==> config.mk <==
export PLATFORM = sky130hd
export DESIGN_NAME = fec_flash_ctrl
export DESIGN_NICKNAME = d
export VERILOG_FILES = /design/src/verilog/fec_pkg.sv /design/src/verilog/fec_bus_cycle.sv /design/src/verilog/fec_flash_ctrl.sv
export VERILOG_INCLUDE_DIRS = /design/src /design/src/verilog
export SDC_FILE = /design/constraint.sdc
export NUM_CORES = 1
export LEC_CHECK = 0
export ABC_AREA = 1
export BUFFER_PORTS_ARGS = -buffer_cell sky130_fd_sc_hd__buf_2
export CAP_MARGIN = 10
export CORE_ASPECT_RATIO = 1.4
export CORE_MARGIN = 8
export CORE_UTILIZATION = 35
export DETAILED_ROUTE_END_ITERATION = 10
export GPL_TIMING_DRIVEN = 0
export PLACE_DENSITY_LB_ADDON = 0.3
export SLEW_MARGIN = 15
export SYNTH_ARGS = -nofsm -noshare
export SYNTH_HDL_FRONTEND = slang
export SYNTH_SLANG_ARGS = --single-unit
==> constraint.sdc <==
create_clock -name clock -period 2 [get_ports clock]
set_clock_uncertainty 0.1 [all_clocks]
set_input_delay 0.4 -clock clock [delete_from_list [all_inputs] [get_ports clock]]
set_output_delay 0.4 -clock clock [all_outputs]
set_load 0.03 [all_outputs]
==> src/verilog/fec_defs.svh <==
// Register offsets, field positions, flash command codes and timing counts
`ifndef FEC_DEFS_SVH
`define FEC_DEFS_SVH

// Register offsets on the APB side
`define FEC_REG_CTRL        8'h00
`define FEC_REG_ADDR        8'h04
`define FEC_REG_WDATA       8'h08
`define FEC_REG_STATUS      8'h0C
`define FEC_REG_RDATA       8'h10

// Status field positions
`define FEC_ST_BUSY         0
`define FEC_ST_READY        1
`define FEC_ST_WINDOW       2
`define FEC_ST_REFUSED      3
`define FEC_ST_ABORTED      4
`define FEC_ST_ERASE_LIVE   5

// Reset values
`define FEC_ADDR_RST        18'h00000
`define FEC_DATA_RST        8'h00

// Flash command addresses and codes
`define FEC_UNLOCK_A1       18'h00555
`define FEC_UNLOCK_A2       18'h002AA
`define FEC_UNLOCK_D1       8'hAA
`define FEC_UNLOCK_D2       8'h55
`define FEC_CMD_SETUP       8'h80
`define FEC_CMD_CHIP        8'h10
`define FEC_CMD_SECTOR      8'h30
`define FEC_CMD_PROGRAM     8'hA0
`define FEC_CMD_AUTOSEL     8'h90
`define FEC_CMD_SUSPEND     8'hB0
`define FEC_CMD_RESUME      8'h30
`define FEC_CMD_RESET       8'hF0
`define FEC_SECTOR_HI       17
`define FEC_SECTOR_LO       13

// Timing: clock period, times in ns, counts derived from them
`define FEC_CLK_NS          100
`define FEC_T_WP_NS         100
`define FEC_T_ACC_NS        150
`define FEC_T_RP_NS         500
`define FEC_T_RH_NS         200
`define FEC_T_WIN_NS        50000
`define FEC_WP_CYC          ((`FEC_T_WP_NS + `FEC_CLK_NS - 1) / `FEC_CLK_NS)
`define FEC_ACC_CYC         ((`FEC_T_ACC_NS + `FEC_CLK_NS - 1) / `FEC_CLK_NS)
`define FEC_RP_CYC          ((`FEC_T_RP_NS + `FEC_CLK_NS - 1) / `FEC_CLK_NS)
`define FEC_RH_CYC          ((`FEC_T_RH_NS + `FEC_CLK_NS - 1) / `FEC_CLK_NS)
`define FEC_WIN_CYC         (`FEC_T_WIN_NS / `FEC_CLK_NS)
`define FEC_WIN_GUARD_CYC   10

`endif

==> src/verilog/fec_pkg.sv <==
// Types shared by the flash erase controller
package fec_pkg;

    // Operations software can launch
    typedef enum logic [3:0] {
        FEC_OP_CHIP_ERASE   = 4'h0,
        FEC_OP_SECTOR_ERASE = 4'h1,
        FEC_OP_ADD_SECTOR   = 4'h2,
        FEC_OP_SUSPEND      = 4'h3,
        FEC_OP_RESUME       = 4'h4,
        FEC_OP_RESET_CMD    = 4'h5,
        FEC_OP_READ         = 4'h6,
        FEC_OP_AUTOSELECT   = 4'h7,
        FEC_OP_PROGRAM      = 4'h8,
        FEC_OP_HW_RESET     = 4'h9
    } fec_op_t;

    // One bus cycle of a command sequence
    typedef struct packed {
        logic        last;
        logic        rd;
        logic [17:0] addr;
        logic [7:0]  data;
    } fec_cycle_t;

    // Sequencer states
    typedef enum logic [2:0] {
        FEC_SQ_IDLE  = 3'b000,
        FEC_SQ_ISSUE = 3'b001,
        FEC_SQ_WAIT  = 3'b010,
        FEC_SQ_HWRST = 3'b011,
        FEC_SQ_RECOV = 3'b100
    } fec_seq_state_t;

    // Bus cycle engine states
    typedef enum logic [2:0] {
        FEC_CY_IDLE   = 3'b000,
        FEC_CY_SETUP  = 3'b001,
        FEC_CY_STROBE = 3'b010,
        FEC_CY_HOLD   = 3'b011,
        FEC_CY_READ   = 3'b100,
        FEC_CY_END    = 3'b101
    } fec_cyc_state_t;

endpackage : fec_pkg

==> src/verilog/fec_bus_cycle.sv <==
// Single read or write cycle on the flash strobes
`include "fec_defs.svh"

module fec_bus_cycle
(
    input  wire logic        clock,
    input  wire logic        rst,
    input  wire logic        start,
    input  wire logic        rd,
    input  wire logic [17:0] addr,
    input  wire logic [7:0]  wdata,
    input  wire logic [7:0]  dq_in,
    output logic             done,
    output logic [7:0]       rdata,
    output logic [17:0]      flash_addr,
    output logic [7:0]       dq_out,
    output logic             dq_oe,
    output logic             ce_n,
    output logic             we_n,
    output logic             oe_n
);

    fec_pkg::fec_cyc_state_t state;
    fec_pkg::fec_cyc_state_t next_state;
    logic [3:0]              cnt;
    logic [3:0]              next_cnt;
    logic                    rd_q;

    // Cycle sequencing
    always_comb
    begin
        next_state = state;
        next_cnt   = cnt;
        case (state)
            fec_pkg::FEC_CY_IDLE:
                if (start)
                    next_state = fec_pkg::FEC_CY_SETUP;
            fec_pkg::FEC_CY_SETUP:
                if (rd_q)
                begin
                    next_state = fec_pkg::FEC_CY_READ;
                    next_cnt   = 4'(`FEC_ACC_CYC - 1);
                end
                else
                begin
                    next_state = fec_pkg::FEC_CY_STROBE;
                    next_cnt   = 4'(`FEC_WP_CYC - 1);
                end
            fec_pkg::FEC_CY_STROBE:
                if (cnt == 4'h0)
                    next_state = fec_pkg::FEC_CY_HOLD;
                else
                    next_cnt = cnt - 4'h1;
            fec_pkg::FEC_CY_HOLD:
                next_state = fec_pkg::FEC_CY_END;
            fec_pkg::FEC_CY_READ:
                if (cnt == 4'h0)
                    next_state = fec_pkg::FEC_CY_END;
                else
                    next_cnt = cnt - 4'h1;
            fec_pkg::FEC_CY_END:
                next_state = fec_pkg::FEC_CY_IDLE;
            default:
                next_state = fec_pkg::FEC_CY_IDLE;
        endcase
    end

    // State and request latch
    always_ff @(posedge clock)
    begin
        if (rst)
        begin
            state      <= fec_pkg::FEC_CY_IDLE;
            cnt        <= 4'h0;
            rd_q       <= 1'b0;
            flash_addr <= `FEC_ADDR_RST;
            dq_out     <= `FEC_DATA_RST;
        end
        else
        begin
            state <= next_state;
            cnt   <= next_cnt;
            if (state == fec_pkg::FEC_CY_IDLE && start)
            begin
                rd_q       <= rd;
                flash_addr <= addr;
                dq_out     <= wdata;
            end
        end
    end

    // Strobes: chip select first, write strobe inside it, output strobe high on writes
    always_ff @(posedge clock)
    begin
        if (rst)
        begin
            ce_n  <= 1'b1;
            we_n  <= 1'b1;
            oe_n  <= 1'b1;
            dq_oe <= 1'b0;
            done  <= 1'b0;
            rdata <= `FEC_DATA_RST;
        end
        else
        begin
            ce_n  <= (next_state == fec_pkg::FEC_CY_IDLE) || (next_state == fec_pkg::FEC_CY_END);
            we_n  <= next_state != fec_pkg::FEC_CY_STROBE;
            oe_n  <= next_state != fec_pkg::FEC_CY_READ;
            dq_oe <= (next_state == fec_pkg::FEC_CY_STROBE) || (next_state == fec_pkg::FEC_CY_HOLD);
            done  <= next_state == fec_pkg::FEC_CY_END;
            if (state == fec_pkg::FEC_CY_READ && cnt == 4'h0)
                rdata <= dq_in;
        end
    end

endmodule : fec_bus_cycle

==> src/verilog/fec_flash_ctrl.sv <==
// Host-side controller issuing erase and related command sequences to a parallel flash
`include "fec_defs.svh"

// Function
// - Chip erase: two unlocks, 80 at 555, two unlocks, 10 at 555.
// - Hardware reset aborts erase; host flags it so software reissues.
// - Sector erase: same five cycles, then 30 at the sector address.
// - Host spaces added sectors under 50 us or refuses late ones.
// - Host masks its interrupts while adding sectors; this controller has no interrupts and refuses late sectors instead.
// - F0 at any address is the reset command.
// - Write only with select and write strobe low, output strobe high.
module fec_flash_ctrl
(
    input  wire logic        clock,
    input  wire logic        rst,
    input  wire logic        psel,
    input  wire logic        penable,
    input  wire logic        pwrite,
    input  wire logic [7:0]  paddr,
    input  wire logic [31:0] pwdata,
    output logic [31:0]      prdata,
    output logic             pready,
    output logic             pslverr,
    output logic [17:0]      flash_addr,
    input  wire logic [7:0]  flash_dq_in,
    output logic [7:0]       flash_dq_out,
    output logic             flash_dq_oe,
    output logic             flash_ce_n,
    output logic             flash_we_n,
    output logic             flash_oe_n,
    output logic             flash_reset_n,
    input  wire logic        flash_ready_busy_n
);

    fec_pkg::fec_seq_state_t state;
    fec_pkg::fec_seq_state_t next_state;
    fec_pkg::fec_op_t        cur_op;
    fec_pkg::fec_cycle_t     cyc;
    logic [2:0]              step;
    logic [3:0]              rcnt;
    logic [17:0]             op_addr;
    logic [7:0]              op_data;
    logic [9:0]              win_cnt;
    logic                    win_open;
    logic                    refused;
    logic                    aborted;
    logic                    erase_live;
    logic                    rb_q;
    logic                    rb_prev;
    logic                    eng_done;
    logic [7:0]              eng_rdata;

    // One cycle of the sequence for an operation
    function automatic fec_pkg::fec_cycle_t fec_step(input fec_pkg::fec_op_t op,
                                                     input logic [2:0] idx,
                                                     input logic [17:0] a,
                                                     input logic [7:0] d);
        fec_pkg::fec_cycle_t c;
        logic [17:0]         sa;
        logic [7:0]          third;
        c     = '{last: 1'b0, rd: 1'b0, addr: `FEC_UNLOCK_A1, data: `FEC_UNLOCK_D1};
        sa    = {a[`FEC_SECTOR_HI:`FEC_SECTOR_LO], 13'h0000};
        third = (op == fec_pkg::FEC_OP_PROGRAM) ? `FEC_CMD_PROGRAM :
                (op == fec_pkg::FEC_OP_AUTOSELECT) ? `FEC_CMD_AUTOSEL : `FEC_CMD_SETUP;
        case (op)
            fec_pkg::FEC_OP_ADD_SECTOR:
                c = '{last: 1'b1, rd: 1'b0, addr: sa, data: `FEC_CMD_SECTOR};
            fec_pkg::FEC_OP_SUSPEND:
                c = '{last: 1'b1, rd: 1'b0, addr: a, data: `FEC_CMD_SUSPEND};
            fec_pkg::FEC_OP_RESUME:
                c = '{last: 1'b1, rd: 1'b0, addr: a, data: `FEC_CMD_RESUME};
            fec_pkg::FEC_OP_RESET_CMD:
                c = '{last: 1'b1, rd: 1'b0, addr: a, data: `FEC_CMD_RESET};
            fec_pkg::FEC_OP_READ:
                c = '{last: 1'b1, rd: 1'b1, addr: a, data: `FEC_DATA_RST};
            default:
            begin
                // Unlock pattern shared by all multi-cycle sequences
                case (idx)
                    3'd0: c = '{last: 1'b0, rd: 1'b0, addr: `FEC_UNLOCK_A1, data: `FEC_UNLOCK_D1};
                    3'd1: c = '{last: 1'b0, rd: 1'b0, addr: `FEC_UNLOCK_A2, data: `FEC_UNLOCK_D2};
                    3'd2: c = '{last: (op == fec_pkg::FEC_OP_AUTOSELECT), rd: 1'b0,
                                addr: `FEC_UNLOCK_A1, data: third};
                    3'd3:
                        if (op == fec_pkg::FEC_OP_PROGRAM)
                            c = '{last: 1'b1, rd: 1'b0, addr: a, data: d};
                    3'd4: c = '{last: 1'b0, rd: 1'b0, addr: `FEC_UNLOCK_A2, data: `FEC_UNLOCK_D2};
                    default:
                        if (op == fec_pkg::FEC_OP_SECTOR_ERASE)
                            c = '{last: 1'b1, rd: 1'b0, addr: sa, data: `FEC_CMD_SECTOR};
                        else
                            c = '{1'b1, 1'b0, `FEC_UNLOCK_A1, `FEC_CMD_CHIP};
                endcase
            end
        endcase
        return c;
    endfunction : fec_step

    // APB decode
    wire              apb_setup = psel & penable & ~pready;
    wire              apb_done  = psel & penable & pready;
    wire              apb_wr    = apb_done & pwrite;
    wire              hit       = (paddr == `FEC_REG_CTRL) || (paddr == `FEC_REG_ADDR) ||
                                  (paddr == `FEC_REG_WDATA) || (paddr == `FEC_REG_STATUS) ||
                                  (paddr == `FEC_REG_RDATA);
    wire              wr_ctrl   = apb_wr && (paddr == `FEC_REG_CTRL);
    wire              wr_stat   = apb_wr && (paddr == `FEC_REG_STATUS);
    wire [3:0]        req_raw   = pwdata[3:0];
    wire              req_legal = req_raw <= 4'h9;
    wire              req_add   = req_raw == 4'h2;
    wire              win_late  = win_cnt >= 10'(`FEC_WIN_CYC - `FEC_WIN_GUARD_CYC);
    wire              add_ok    = win_open && !win_late;
    wire              go_ok     = wr_ctrl && (state == fec_pkg::FEC_SQ_IDLE) && req_legal &&
                                  (!req_add || add_ok);
    wire              go_hwrst  = go_ok && (req_raw == 4'h9);
    wire              seq_end   = (state == fec_pkg::FEC_SQ_WAIT) && eng_done && cyc.last;
    wire              sect_end  = seq_end && ((cur_op == fec_pkg::FEC_OP_SECTOR_ERASE) ||
                                              (cur_op == fec_pkg::FEC_OP_ADD_SECTOR));
    wire              chip_end  = seq_end && (cur_op == fec_pkg::FEC_OP_CHIP_ERASE);
    wire              rb_rise   = rb_q && !rb_prev;
    wire [31:0]       status    = {26'h0000000, erase_live, aborted, refused, win_open, rb_q,
                                   state != fec_pkg::FEC_SQ_IDLE};
    wire [31:0]       rd_mux    = (paddr == `FEC_REG_ADDR)   ? {14'h0000, op_addr} :
                                  (paddr == `FEC_REG_WDATA)  ? {24'h000000, op_data} :
                                  (paddr == `FEC_REG_STATUS) ? status :
                                  (paddr == `FEC_REG_RDATA)  ? {24'h000000, eng_rdata} :
                                  {28'h0000000, cur_op};

    assign cyc = fec_step(cur_op, step, op_addr, op_data);

    // APB slave answer, one wait state
    always_ff @(posedge clock)
    begin
        if (rst)
        begin
            pready  <= 1'b0;
            pslverr <= 1'b0;
            prdata  <= 32'h00000000;
        end
        else
        begin
            pready  <= apb_setup;
            pslverr <= apb_setup && !hit;
            prdata  <= (apb_setup && !pwrite && hit) ? rd_mux : 32'h00000000;
        end
    end

    // Sequencer transitions
    always_comb
    begin
        next_state = state;
        case (state)
            fec_pkg::FEC_SQ_IDLE:
                if (go_hwrst)
                    next_state = fec_pkg::FEC_SQ_HWRST;
                else if (go_ok)
                    next_state = fec_pkg::FEC_SQ_ISSUE;
            fec_pkg::FEC_SQ_ISSUE:
                next_state = fec_pkg::FEC_SQ_WAIT;
            fec_pkg::FEC_SQ_WAIT:
                if (eng_done)
                    next_state = cyc.last ? fec_pkg::FEC_SQ_IDLE : fec_pkg::FEC_SQ_ISSUE;
            fec_pkg::FEC_SQ_HWRST:
                if (rcnt == 4'h0)
                    next_state = fec_pkg::FEC_SQ_RECOV;
            fec_pkg::FEC_SQ_RECOV:
                if (rcnt == 4'h0)
                    next_state = fec_pkg::FEC_SQ_IDLE;
            default:
                next_state = fec_pkg::FEC_SQ_IDLE;
        endcase
    end

    // Sequencer state, step and reset pulse timing
    always_ff @(posedge clock)
    begin
        if (rst)
        begin
            state         <= fec_pkg::FEC_SQ_IDLE;
            step          <= 3'd0;
            rcnt          <= 4'h0;
            flash_reset_n <= 1'b1;
        end
        else
        begin
            state         <= next_state;
            step          <= go_ok ? 3'd0 : ((state == fec_pkg::FEC_SQ_WAIT && eng_done) ?
                                             step + 3'd1 : step);
            rcnt          <= go_hwrst ? 4'(`FEC_RP_CYC - 1) :
                             (state == fec_pkg::FEC_SQ_HWRST && rcnt == 4'h0) ?
                             4'(`FEC_RH_CYC - 1) : ((rcnt != 4'h0) ? rcnt - 4'h1 : rcnt);
            flash_reset_n <= next_state != fec_pkg::FEC_SQ_HWRST;
        end
    end

    // Software registers
    always_ff @(posedge clock)
    begin
        if (rst)
        begin
            cur_op  <= fec_pkg::FEC_OP_READ;
            op_addr <= `FEC_ADDR_RST;
            op_data <= `FEC_DATA_RST;
        end
        else
        begin
            if (go_ok)
                cur_op <= fec_pkg::fec_op_t'(req_raw);
            if (apb_wr && paddr == `FEC_REG_ADDR)
                op_addr <= pwdata[17:0];
            if (apb_wr && paddr == `FEC_REG_WDATA)
                op_data <= pwdata[7:0];
        end
    end

    // Accumulation window tracking, opened at the final sector write
    always_ff @(posedge clock)
    begin
        if (rst)
        begin
            win_open <= 1'b0;
            win_cnt  <= 10'h000;
        end
        else if (sect_end)
        begin
            win_open <= 1'b1;
            win_cnt  <= 10'h000;
        end
        else if (seq_end || go_hwrst || (win_open && win_cnt == 10'(`FEC_WIN_CYC - 1)))
            win_open <= 1'b0;
        else if (win_open)
            win_cnt <= win_cnt + 10'h001;
    end

    // Sticky flags, set wins over write-one clear
    always_ff @(posedge clock)
    begin
        if (rst)
        begin
            refused    <= 1'b0;
            aborted    <= 1'b0;
            erase_live <= 1'b0;
            rb_q       <= 1'b1;
            rb_prev    <= 1'b1;
        end
        else
        begin
            rb_q       <= flash_ready_busy_n;
            rb_prev    <= rb_q;
            refused    <= (wr_ctrl && !go_ok) ||
                          (refused && !(wr_stat && pwdata[`FEC_ST_REFUSED]));
            aborted    <= (go_hwrst && erase_live) ||
                          (aborted && !(wr_stat && pwdata[`FEC_ST_ABORTED]));
            erase_live <= sect_end || chip_end ||
                          (erase_live && !rb_rise && !go_hwrst);
        end
    end

    fec_bus_cycle u_cycle
    (
        .clock      (clock),
        .rst        (rst),
        .start      (state == fec_pkg::FEC_SQ_ISSUE),
        .rd         (cyc.rd),
        .addr       (cyc.addr),
        .wdata      (cyc.data),
        .dq_in      (flash_dq_in),
        .done       (eng_done),
        .rdata      (eng_rdata),
        .flash_addr (flash_addr),
        .dq_out     (flash_dq_out),
        .dq_oe      (flash_dq_oe),
        .ce_n       (flash_ce_n),
        .we_n       (flash_we_n),
        .oe_n       (flash_oe_n)
    );

endmodule : fec_flash_ctrl

==> impl_metrics.ini <==
[critical_path]
crit_path_max_fanout = 10
r2r-end = rcnt[1]$_SDFFE_PP0N_
r2r_start = state[2]$_SDFF_PP0_
critPathCaptureType = flop
rrSetupSlack_ns = 0.09
reg2regPathDepth = 7
crit_type = reg -> reg
worst_setup_path_start_kind = flop
required_ns = 2.20
arrival_ns = 2.11

[cells_and_area]
syn_to_final_growth_pct = 25.7
fill_cells = 1646
regArea_sq_um = 2490
final_util = 0.444
stdcell_area_sq_um = 7090
fin_nets = 964
multi_input_area_sq_um = 2700
stdcell_count = 1113
layout-drive-gt1-share = 0.209

[synthesis]
yosysWarnings = 0
yosysTopAreaCellShare = 0.440
async_reset_ff_frac = 0
synthTopCellsByArea = dfxtp_1, nand2_1, o21ai_0
synth-edff-count = 0
avgSynthCellArea_sq_um = 7.30
synth.most_common_cell = nand2_1
ys_seq_area_frac = 0.440
ys_types = 38
ys_ff_latch = 124
synth_cells = 773
ys.flop_type = dfxtp_1
yosysTopAreaCell = dfxtp_1
syn-cell-area_sq_um = 5640
netlist_top_cells_count = nand2_1, dfxtp_1, o21ai_0, inv_1, nor2_1

[run_status]
outcome = finished, final reports clean

[clock_network]
clk_path_buf_depth = 2
cts_tree = done
clock-sinks = 124
path_clk_slew_ns = 0.06
h-tree-depth = 4
cts-hold-fix-buffers = 0
cts_inserted_buffers = 17
cts_root_buf = clkbuf_16
clock_latency_ns = 0.42

[placement]
dp_cells = 1074
gp_congestion = 0.886
dpl-instance-area_sq_um = 6380
hpwl_um = 12300
port_buffers = 89

[detailed_routing]
routedWlPerCell_um = 14.5
finalWirelength_um = 16100
drcViolationCount = 0
firstDrtPassIters = 5
via_count = 5445
drtIter0Drc = 385
detail_route.vias_per_cell = 4.89
drt.antenna.violating_nets = 0

[global_routing]
track_usage = 0.159
grt_pass1_wl_um = 25900
grt_pass1_vias = 5379
grt_max_degree = 17
grt_overflow = 0
antenna_found_initial = 1

[floorplanning]
die_h_um = 166
die_x_um = 123
dieArea_sq_um = 20500
rows = 55
io_pins = 119
core_sq_um = 16000
start_util = 0.353

[worst_hold_path]
min-delay-start = flash_ready_busy_n
hp-class = in -> reg
min_path_cells = 2
hold_end = rb_q$_SDFF_PP1_

[power]
total_leakage_power_uw = 0.00314
vdd_drop_max_uv = 640
p_per_area_nw_per_um2 = 836

[sta]
tightest_slew_ns = 0.723
min_period_ns = 1.91
finalSetupViolCount = 0
max_freq_ghz = 0.524
hold_viol_final = 0
relSlewSlack = 0.518
finalMaxSlewViolations = 0
post-route-period-util = 0.953
rsz0062_at_grt = true

[flow_run]
maxCapViolCount = 0
## state kept, by name (all words and copies together) (netlist names), 4 cells and up
register,count
u_cycle.cnt,4
rcnt,4
u_cycle.rdata,8
op_data,8
u_cycle.dq_out,8
prdata,18
cur_op,4
u_cycle.flash_addr,18
op_addr,18
win_cnt,10
## report_power, final
group,internal (uW),switching (uW),leakage [uW]
registers,2510,30.3,0.00100
clock network,1830,1150,0.000278
logic,145,263,0.00186
total,4480,1440,0.00314
## cell families (layout without fill, tap and decap cells)
group | Yosys count | after routing | synth area share
buffers and inverters | 132 | 259 | 0.103
and+or+nand+nor | 301 | 301 | 0.236
DFF | 124 | 124 | 0.440
xor gates and xnor gates | 10 | 10 | 0.0155
AOI/OAI and AO/OA | 195 | 195 | 0.183
other | 1 | 15 | 0.000665
adders and majority gates | 10 | 10 | 0.0222
## layout by cell type (no fill, tap or decap), drive strengths merged, types with 2 or more instances in the layout
master      n
dfxtp     124
o22ai       4
nor4        3
a211oi      2
o211ai      9
nand4      14
clkinv     13
a21oi      77
o21bai      2
conb       14
ha         10
a31oi       2
o21ai      94
nor3       15
xor2        9
buf       118
nand2     142
clkbuf     35
nand3      38
nor2       87
bufinv      2
o21a        3
clkinvlp    3
inv        88
## metrics by stage
stage / power (uW) / setup WS, ns / TNS (ns) / hold WS [ns]
after floorplan: 2880 / 0.261 / 0 / 0.307
after global placement: 2990 / -0.323 / -8.28 / 0.342
after detailed placement: 3000 / -0.373 / -10.92 / 0.346
after CTS: 5970 / 0.00675 / 0 / 0.0855
after global routing: 6130 / -0.00981 / -0.0115 / 0.100
final: 5930 / 0.0931 / 0 / 0.0989
## repair_timing
| action | 4_1_cts | 5_1_grt |
|---|---|---|
| setup endpoints to repair | 22 | 48 |
| gates cloned | 0 | 1 |
| pin swaps | 0 | 2 |
| gates resized for setup | 6 | 21 |
| buffers inserted | 0 | 5 |
## worst max-delay path: stages (launching register included)
cell and delay (ns):
dfxtp_1 0.34, nor3_1 0.43, nand2_1 0.13, nor2_1 0.23, nand3_4 0.15, buf_4 0.23
nand3_1 0.11, o22ai_1 0.08
## worst max path at each step
| stage | startpoint | end | slack (ns) | depth (start not counted) |
|---|---|---|---|---|
| final | state[2]$_SDFF_PP0_ | rcnt[1]$_SDFFE_PP0N_ | 0.09 | 7 |
| after global routing | step[0]$_SDFFE_PP0P_ | win_cnt[0]$_SDFFE_PP0P_ | -0.01 | 12 |
| after CTS | step[0]$_SDFFE_PP0P_ | win_cnt[9]$_SDFFE_PP0P_ | 0.007 | 12 |
| after detailed placement | rst | win_cnt[0]$_SDFFE_PP0P_ | -0.37 | 5 |
| after global placement | rst | win_cnt[0]$_SDFFE_PP0P_ | -0.32 | 5 |
| after floorplan | step[0]$_SDFFE_PP0P_ | win_cnt[2]$_SDFFE_PP0P_ | 0.26 | 11 |
## final cells by class
cell class / count / area share
multi-input combinational: 530 / 0.380
sequential: 124 / 0.351
timing repair buffer: 95 / 0.0692
clock buffer: 17 / 0.0600
inverter: 91 / 0.0482
tap: 199 / 0.0351
buffer: 41 / 0.0348
clock inverter: 15 / 0.0214
antenna: 1 / 0.000353
## metal layers
| layer | routed length [um] | track usage | part of all wire |
|---|---|---|---|
| met5 | 0 | 0 | 0 |
| met3 | 758 | 0.0299 | 0.047 |
| met2 | 8740 | 0.298 | 0.54 |
| met1 | 6110 | 0.158 | 0.38 |
| met4 | 472 | 0.0820 | 0.029 |
Note: power is estimated with default switching activity, not from simulation.
